`config.mk`:
```
export PLATFORM = sky130hd
export DESIGN_NAME = hbgs_sequencer
export DESIGN_NICKNAME = d
export VERILOG_FILES = /design/src/shared/hbgs_pkg.sv /design/src/hw/hbgs_sequencer.sv
export SDC_FILE = /design/constraint.sdc
export NUM_CORES = 1
export LEC_CHECK = 0
export BUFFER_PORTS_ARGS = -buffer_cell sky130_fd_sc_hd__buf_2
export CAP_MARGIN = 25
export CORE_MARGIN = 1.5
export CORE_UTILIZATION = 55
export CTS_BUF_LIST = sky130_fd_sc_hd__clkbuf_8
export CTS_CLUSTER_DIAMETER = 100
export DETAILED_ROUTE_END_ITERATION = 7
export GPL_TIMING_DRIVEN = 0
export MAX_ROUTING_LAYER = met4
export PLACE_DENSITY = 0.75
export SLEW_MARGIN = 20
export SYNTH_ARGS = -nofsm -noshare
export SYNTH_HDL_FRONTEND = slang
export SYNTH_SLANG_ARGS = --single-unit
```
`constraint.sdc`:
```
create_clock -name core_clk -period 2.14 [get_ports core_clk]
set_input_delay 0.428 -clock core_clk [delete_from_list [all_inputs] [get_ports core_clk]]
set_output_delay 0.428 -clock core_clk [all_outputs]
set_load 0.01 [all_outputs]
```
`src/shared/hbgs_pkg.sv`:
```
/*
 Constants for the hysteretic buck gate sequencer: state codes and timing
 counts. Assumes a 10 MHz core clock (100 ns period).
*/
package hbgs_pkg;

  localparam int unsigned CLK_PERIOD_NS  = 100;

  // Documented times, in their own units
  localparam int unsigned GAP_NS         = 140;
  localparam int unsigned WDOG_US        = 20;
  localparam int unsigned REFRESH_US     = 1;

  // Cycle counts; least times round up, none below one cycle
  localparam int unsigned GAP_CYC_RAW    = (GAP_NS + CLK_PERIOD_NS - 1) / CLK_PERIOD_NS;
  localparam int unsigned GAP_CYC        = (GAP_CYC_RAW < 1) ? 1 : GAP_CYC_RAW;
  localparam int unsigned WDOG_CYC       = (WDOG_US * 1000) / CLK_PERIOD_NS;
  localparam int unsigned REFRESH_CYC    = (REFRESH_US * 1000) / CLK_PERIOD_NS;

  // Defaults of cycle-count parameters whose figures are not documented
  localparam int unsigned BOOT_HOLD_DEF  = 100;
  localparam int unsigned ON_DLY_DEF     = 3;
  localparam int unsigned OFF_DLY_DEF    = 2;
  localparam int unsigned FILT_DEF       = 2;

  localparam int unsigned CNT_W          = 16;

  typedef enum logic [2:0] {
    ST_LOCKOUT = 3'b000,
    ST_BOOT    = 3'b001,
    ST_HIGH    = 3'b010,
    ST_HI_OFF  = 3'b011,
    ST_GAP_LO  = 3'b100,
    ST_LOW     = 3'b101,
    ST_LO_OFF  = 3'b110,
    ST_REFRESH = 3'b111
  } hbgs_state_type;

endpackage

```
`src/hw/hbgs_sequencer.sv`:
```
/*
 Gate-drive sequencer of a time-delayed hysteretic buck controller.
 Assumes comparator, disable and supply-level inputs are asynchronous
 pins; gate outputs feed external half-bridge drivers.
*/
// Contract
// After power-up, low gate high for hold
// Feedback low keeps high gate on
// Feedback high: high off, gap, low on
// Feedback low: high on, low off later
// Shoot-through gap between gate transitions; watchdog refresh and disable drop high and raise low on the same edge
// Watchdog forces refresh after 20 us on
// Refresh lasts 1 us, then watchdog restarts
// Disable low means normal regulation
// Disable high: high gate low, low high
// Dimming source uses 120 Hz to 5 kHz
// Enabled interval at least ten on-times
// Lockout holds both gates low
// Glitch filter on comparator result
// Lockout exit and entry use hysteresis
// Hold, delays, gap, filter are parameters
// Lockout exit restarts hold; disable cancels refresh
`timescale 1ns/10ps
`default_nettype none

module hbgs_sequencer
  import hbgs_pkg::*;
#(
  parameter int unsigned BOOT_HOLD_CYC = BOOT_HOLD_DEF,
  parameter int unsigned ON_DLY_CYC    = ON_DLY_DEF,
  parameter int unsigned OFF_DLY_CYC   = OFF_DLY_DEF,
  parameter int unsigned GAP_CYCLES    = GAP_CYC,
  parameter int unsigned FILT_CYC      = FILT_DEF,
  parameter int unsigned WDOG_CYCLES   = WDOG_CYC
) (
  // Clock and reset
  input  wire logic core_clk,
  input  wire logic rst,
  // Analog-side status pins
  input  wire logic feedback_above,
  input  wire logic disable_input,
  input  wire logic supply_above_on,
  input  wire logic supply_above_off,
  // Gate drive
  output logic      high_side_gate,
  output logic      low_side_gate,
  // Status
  output logic      supply_lockout
);

  typedef struct packed {
    logic [1:0]       fb_sync;
    logic [1:0]       dis_sync;
    logic [1:0]       on_sync;
    logic [1:0]       off_sync;
    logic             fb_filt;
    logic [CNT_W-1:0] filt_cnt;
    logic             locked;
    hbgs_state_type   state;
    logic [CNT_W-1:0] cnt;
    logic [CNT_W-1:0] wd_cnt;
    logic             hi;
    logic             lo;
  } hbgs_regs_type;

  hbgs_regs_type s_r;
  hbgs_regs_type s_nxt;

  // Cycle-count parameter narrowed to the counter width
  function automatic logic [CNT_W-1:0] cyc(input int unsigned n);
    cyc = CNT_W'(n);
  endfunction

  always_comb begin
    s_nxt = s_r;
    s_nxt.fb_sync  = {s_r.fb_sync[0], feedback_above};
    s_nxt.dis_sync = {s_r.dis_sync[0], disable_input};
    s_nxt.on_sync  = {s_r.on_sync[0], supply_above_on};
    s_nxt.off_sync = {s_r.off_sync[0], supply_above_off};

    // Result must hold steady for FILT_CYC cycles before it is taken
    if (s_r.fb_sync[1] == s_r.fb_filt) begin
      s_nxt.filt_cnt = '0;
    end else if (s_r.filt_cnt >= cyc(FILT_CYC) - 16'h0001) begin
      s_nxt.fb_filt  = s_r.fb_sync[1];
      s_nxt.filt_cnt = '0;
    end else begin
      s_nxt.filt_cnt = s_r.filt_cnt + 16'h0001;
    end

    // Leave on upper level, enter only below lower level
    if (s_r.locked && s_r.on_sync[1]) begin
      s_nxt.locked = 1'b0;
    end else if (!s_r.locked && !s_r.off_sync[1]) begin
      s_nxt.locked = 1'b1;
    end

    s_nxt.cnt = s_r.cnt + 16'h0001;
    // Watchdog runs only while the high gate is on
    s_nxt.wd_cnt = s_r.hi ? s_r.wd_cnt + 16'h0001 : 16'h0000;

    case (s_r.state)
      ST_LOCKOUT: begin
        s_nxt.hi = 1'b0;
        s_nxt.lo = 1'b0;
        s_nxt.cnt = '0;
        if (!s_r.locked) begin
          s_nxt.state = ST_BOOT;
        end
      end
      ST_BOOT: begin
        s_nxt.hi = 1'b0;
        s_nxt.lo = 1'b1;
        if (s_r.cnt >= cyc(BOOT_HOLD_CYC) - 16'h0001) begin
          s_nxt.state = ST_LOW;
          s_nxt.cnt   = '0;
        end
      end
      ST_LOW: begin
        s_nxt.hi = 1'b0;
        s_nxt.lo = 1'b1;
        s_nxt.cnt = '0;
        if (!s_r.fb_filt) begin
          s_nxt.state = ST_LO_OFF;
        end
      end
      ST_LO_OFF: begin
        // High gate on after on-delay, low stays until on-delay plus gap.
        // Brief overlap follows the documented order; low-side is the diode path.
        if (s_r.fb_filt) begin
          s_nxt.state = ST_LOW;
          s_nxt.hi    = 1'b0;
          s_nxt.lo    = 1'b1;
          s_nxt.cnt   = '0;
        end else begin
          if (s_r.cnt >= cyc(ON_DLY_CYC) - 16'h0001) begin
            s_nxt.hi = 1'b1;
          end
          if (s_r.cnt >= cyc(ON_DLY_CYC + GAP_CYCLES) - 16'h0001) begin
            s_nxt.lo    = 1'b0;
            s_nxt.state = ST_HIGH;
            s_nxt.cnt   = '0;
          end
        end
      end
      ST_HIGH: begin
        s_nxt.hi = 1'b1;
        s_nxt.lo = 1'b0;
        s_nxt.cnt = '0;
        if (s_r.fb_filt) begin
          s_nxt.state = ST_HI_OFF;
        end else if (s_r.wd_cnt >= cyc(WDOG_CYCLES) - 16'h0001) begin
          s_nxt.state = ST_REFRESH;
          s_nxt.hi    = 1'b0;
          s_nxt.lo    = 1'b1;
        end
      end
      ST_HI_OFF: begin
        if (s_r.cnt >= cyc(OFF_DLY_CYC) - 16'h0001) begin
          s_nxt.hi    = 1'b0;
          s_nxt.state = ST_GAP_LO;
          s_nxt.cnt   = '0;
        end
      end
      ST_GAP_LO: begin
        s_nxt.hi = 1'b0;
        if (s_r.cnt >= cyc(GAP_CYCLES) - 16'h0001) begin
          s_nxt.lo    = 1'b1;
          s_nxt.state = ST_LOW;
          s_nxt.cnt   = '0;
        end
      end
      ST_REFRESH: begin
        s_nxt.hi = 1'b0;
        s_nxt.lo = 1'b1;
        if (s_r.cnt >= cyc(REFRESH_CYC) - 16'h0001) begin
          s_nxt.state = ST_LOW;
          s_nxt.cnt   = '0;
        end
      end
      default: begin
        s_nxt.state = ST_LOCKOUT;
      end
    endcase

    // Disable overrides regulation and cancels any refresh in progress
    if (s_r.dis_sync[1] && s_r.state != ST_LOCKOUT && s_r.state != ST_BOOT) begin
      s_nxt.state = ST_LOW;
      s_nxt.hi    = 1'b0;
      s_nxt.lo    = 1'b1;
      s_nxt.cnt   = '0;
    end

    // Lockout has top priority, and re-entry restarts the hold
    // Next-state flag, so the gates drop on the same edge the status rises
    if (s_nxt.locked) begin
      s_nxt.state = ST_LOCKOUT;
      s_nxt.hi    = 1'b0;
      s_nxt.lo    = 1'b0;
    end
  end

  always_ff @(posedge core_clk) begin
    if (rst) begin
      s_r        <= '0;
      s_r.locked <= 1'b1;
      s_r.state  <= ST_LOCKOUT;
    end else begin
      s_r <= s_nxt;
    end
  end

  // Regulation needs disable low; handled by the override gate above
  assign high_side_gate = s_r.hi;
  assign low_side_gate  = s_r.lo;
  assign supply_lockout = s_r.locked;

endmodule

`default_nettype wire

```
# After elaboration in Yosys (flattened, before gate mapping)
# Index checks and enable logic that the tools add are counted.
dict set report totals {
  reg_bits 63
  output_inout_bits 3
}
dict set report op_classes {
  n_eq_ne 26
  magnitude_cmp 7
  reduce_logical 21
  n_bitwise 2
  n_mux 24
  addsub 3
}
# operator count
set ops {}
lappend ops {{$pmux W19 S8} 1}
lappend ops {{$mux W19} 7}
lappend ops {{$add A16 B1 Y16 const B} 3}
lappend ops {{$ge A16 B1 Y1 const B} 2}
lappend ops {{$ne A3 B3 Y1 const B} 9}
lappend ops {{$ge A16 B2 Y1 const B} 1}
lappend ops {{$ge A16 B3 Y1 const B} 1}
lappend ops {{$ge A16 B4 Y1 const B} 1}
lappend ops {{$ge A16 B7 Y1 const B} 1}
lappend ops {{$ge A16 B8 Y1 const B} 1}
lappend ops {{$reduce_and A8 Y1} 2}
lappend ops {{$eq A3 B3 Y1 const B} 4}
lappend ops {{$mux W3} 4}
lappend ops {{$ne A2 B2 Y1 const B} 6}
lappend ops {{$reduce_or A3 Y1} 3}
lappend ops {{$ne A4 B4 Y1 const B} 2}
lappend ops {{$mux W1} 7}
lappend ops {{$eq A3 B2 Y1 const B} 2}
lappend ops {{$mux W2} 3}
lappend ops {{$reduce_bool A6 Y1} 1}
lappend ops {{$reduce_or A2 Y1} 3}
lappend ops {{$pmux W1 S5} 1}
lappend ops {{$reduce_or A5 Y1} 1}
lappend ops {{$logic_and A1 B1 Y1} 4}
lappend ops {{other kinds (10)} 13}

# Longest topological paths before layout
dict set report depth {
  word_depth 5
  mapped_depth 8
  mapped_depth_nobuf 8
}

# Least setup slack after synthesis
# Ideal clock, no wire load.
dict set report synth_path {
  kind {reg2reg}
  from {register s_r[24] (netlist bit)}
  to {register s_r[34] (netlist bit)}
  path_buffers 0
  arrival_ns 1.942
  path_stages_with_launch 7
  required_ns 2.018
  setup_ns 0.122
  slack_ns 0.076
  cell_sequence {dfxtp_1 -> or3_4 -> or3_4 -> o41ai_1 -> nor3_1 -> and2_1 -> o311a_1}
}
dict set report synth_between {
  elab_chain_cells 3
  elab_cells_between_ends 10
  classes_between {order compare: 4; eq/ne: 5; reduce/logical: 1}
}
# item line_no
set synth_rtl {}
lappend synth_rtl {{from (decl)} hbgs_sequencer.sv:66} ;# hbgs_regs_type s_r;
lappend synth_rtl {{from (signal assigned)} hbgs_sequencer.sv:209} ;# s_r <= s_nxt;
lappend synth_rtl {{$ge A16 B3 Y1 (tied with other cells)} hbgs_sequencer.sv:139} ;# if (s_r.cnt >= cyc(ON_DLY_CYC + GAP_CYCLES) - 16'h0001) begin
lappend synth_rtl {{$ne A4 B4 Y1 (no source line) or $ne A3 B3 Y1 (tied branches)} n/a}
lappend synth_rtl {{$reduce_and A8 Y1 (no source line) (*)} n/a}
# Mark *: on every way between the ends. The rest lies on a longest branch, timed or not.
# A chain may end at the register's enable or synchronous reset.

# Worst setup path in the final report
# Same ends and word-level chain as after synthesis.

==> flow_summary.json <==
{
  "grt_pass1_wl_mm": 8.121,
  "avgViaCountPerCell": 5.218,
  "synth_ff_type": "dfxtp_1",
  "r2r_setup_slack_ps": 60,
  "vias": 1962,
  "clock-sinks": 63,
  "yosysUniqueCellTypes": 48,
  "timing.hold.ws_ps": 306.6,
  "yosysWarnings": 0,
  "io_buffer_count": 8,
  "max_freq_mhz": 480.3,
  "synth_compound_area_share_pct": 9.484,
  "hp-class": "input pin to register",
  "post-route-cell-area_um2": 3009,
  "synth_top_area_cell": "dfxtp_1",
  "cts_made_buffers": 9,
  "h-tree-depth": 3,
  "syn_inst": 270,
  "route.met2.wl_mm": 2.217,
  "cts_tree": "done",
  "final_util_pct": 68.64,
  "drv_cap": 0,
  "crit_chain": "or3_4 > or3_4 > o41ai_4 > nor3_2 > and2_4 > o311a_1",
  "synthSimpleGateAreaFrac_pct": 25.82,
  "cp_max_fo": 3,
  "die_x_um": 70.69,
  "grt_setup_unrepaired": "yes",
  "synth-seq-area-share_pct": 50.05,
  "avgRoutedWirePerCell_um": 12.73,
  "dpl.hpwl_mm": 3.012,
  "slew_viol_final": 0,
  "fin_crit_ps": 2082,
  "startpoint_type": "register",
  "routabilityCongestion": 0.9186,
  "synth_seq_cells": 63,
  "critical_path_class": "register to register",
  "cp_data_arrival_time_ps": 2300,
  "dr_wl_met3_um": 228,
  "synthArstFlopShare_pct": 0,
  "root_buffer": "clkbuf_8",
  "die_height_um": 70.69,
  "final_cell_count_no_fill": 376,
  "clock_skew_ps": 12.20,
  "synth_edf_count": 0,
  "clockBufferDepth": 2,
  "grt_pass1_vias": 1824,
  "grt_use_total_pct": 21.53,
  "wl_met1_mm": 2.248,
  "fin_crit_sh_pct": 97.28,
  "critical_path.max_stage_delay_ps": 380,
  "worst-path-buf-inv": 0,
  "critPathTopFamily": "simple AND/OR/NAND/NOR gates",
  "synth_area_um2": 2520,
  "drc": 0,
  "synth_top_family_by_area": "simple AND/OR/NAND/NOR gates",
  "place_area_um2": 2704,
  "irDropWorstVdd_mv": 0.6018,
  "syn_avg_cell_area_um2": 9.333,
  "cp_common_cell": "or3_4",
  "rows": 24,
  "coreArea_um2": 4384,
  "ant_nets": 0,
  "clock_latency_ps": 330,
  "clk_pin_slew_ps": 70,
  "synth_area_leaders": "dfxtp_1, nor2_1, ha_1",
  "crit_path_end_kind": "register",
  "synth_xor_area_share_pct": 6.604,
  "power.density_nw_per_um2": 702.4,
  "syn2layout_area_growth_pct": 19.41,
  "gr-total-overflow": 0,
  "grt_max_degree": 11,
  "initial_core_util_pct": 57.48,
  "drt_iter0_markers": 193,
  "status": "completed",
  "die_area_um2": 4997,
  "grt_antenna_before_repair": 0,
  "cp_slowest_cell": "or3_4",
  "hold_violations": 0,
  "setup_viol": 0,
  "p_leak_nw": 1.168,
  "synth_top_area_share_pct": 50.05,
  "cp.required_ps": 2360,
  "layout-drive-gt1-share_pct": 17.90,
  "nets": 334,
  "synth.area.mux_share_pct": 0.7944,
  "dr.pass1.iters": 4,
  "antenna_cells": 0,
  "placed_cells": 351,
  "synth_fa_ha_area_share_pct": 3.972,
  "wirelength_mm": 4.785,
  "topRoutingLayerUsed": "met4",
  "ios": 9
}
-- where the power goes --
part	switching, W	internal [W]	total (W)
Combinational	0.0000206	0.0000175	0.0000381
Sequential	0.0000120	0.00120	0.00122
Clock	0.000426	0.000434	0.000860
Total	0.000459	0.00165	0.00211
-- stage by stage --
stage | setup TNS (ps) | setup WS (ps) | total power [W]
2_1_floorplan | 0 | 76.18 | 0.001260
5_1_grt | -200.0 | -54.20 | 0.002200
6_report | 0 | 58.11 | 0.002114
3_3_place_gp | -493.8 | -79.05 | 0.001272
4_1_cts | 0 | 12.15 | 0.002138
3_5_place_dp | -636.1 | -95.91 | 0.001273
-- area by class of cell --
type,count,area [µm²]
Fill cell,347,1375
Sequential cell,63,1269
Buffer,7,27.53
Timing Repair Buffer,20,130.1
Inverter,12,45.04
Multi-Input combinational cell,207,1309
Clock buffer,10,137.6
Clock inverter,5,26.28
Tap cell,52,65.06
-- cell usage after synthesis, types with 2 or more instances --
library cell  instances
nor4_1                9
xnor2_1              10
a21o_1                2
ha_1                  8
nand2b_1              4
or3_4                 2
nand3_1              13
or2_2                 3
nor2b_1              11
a21oi_1               7
nor3_1               10
nor2_1               37
o22ai_1               2
o31ai_1               2
dfxtp_1              63
and3_1                4
mux2i_1               2
o311a_1               2
and4_1                2
or3_1                 3
o21ai_0               7
inv_1                12
clkbuf_1              9
nand4_1               2
nand2_1              12
xor2_1                9
nor3b_1               2
-- cell usage in the layout, fill, tap and decap left out, types with 2 or more instances in the layout --
cell type,instances
a21o_1,2
a21oi_1,6
and3_1,4
and4_1,2
buf_2,8
buf_4,12
clkbuf_1,6
clkbuf_8,10
clkinv_2,3
conb_1,22
dfxtp_1,57
dfxtp_2,6
ha_1,8
inv_1,13
mux2i_1,2
nand2_1,12
nand2b_1,4
nand3_1,13
nand4_1,2
nor2_1,37
nor2b_1,10
nor3_1,9
nor3b_1,2
nor4_1,7
nor4_2,2
o21ai_0,7
o22ai_1,2
o311a_1,2
o31ai_1,2
or2_2,3
or3_1,3
or3_4,2
xnor2_1,10
xor2_1,9
-- registers in the layout, indices dropped and copies added, names as in the netlist --
signal,cells
s_r,56
high_side_gate,1
supply_lockout,1
low_side_gate,1
s_nxt,4
-- metal layers --
| metal | vias up | global-route usage (%) |
|---|---|---|
| met5 | - | - |
| met4 | 0 | 12.37 |
| met3 | 10 | 4.416 |
| met2 | 53 | 31.88 |
| met1 | 888 | 27.32 |
| li1 | 1011 | - |
-- path summary, 6_finish.rpt --
path / from / endpoint / cells after the start
max reg2reg: s_r[24]$_SDFF_PP0_ / s_r[34]$_SDFFE_PP0P_ / 6
max: s_r[24]$_SDFF_PP0_ / s_r[34]$_SDFFE_PP0P_ / 6
min reg2reg: s_nxt[58]$_SDFF_PP0_ / s_r[58]$_SDFF_PP0_ / 1
min: feedback_above / s_nxt[62]$_SDFF_PP0_ / 2
-- cell families (layout without fill, tap and decap cells) --
group           count (synthesis)  after routing
flops                          63             63
fa+ha+maj                       8              8
mux                             2              2
buf+inv                        21             54
other cells                     1             22
xor+xnor                       19             19
simple gates                  121            121
compound gates                 35             35
-- timing repair --
| item | 4_1_cts | 5_1_grt |
|---|---|---|
| setup buffers | 7 | 5 |
| cloned | 0 | 0 |
| hold buffers | 0 | 0 |
| pin swaps | 11 | 5 |
| endpoints found under the setup margin | 9 | 11 |
| resized for setup | 8 | 11 |
| hold endpoints to repair | 0 | 0 |
Power figures use the tool's default switching activity.
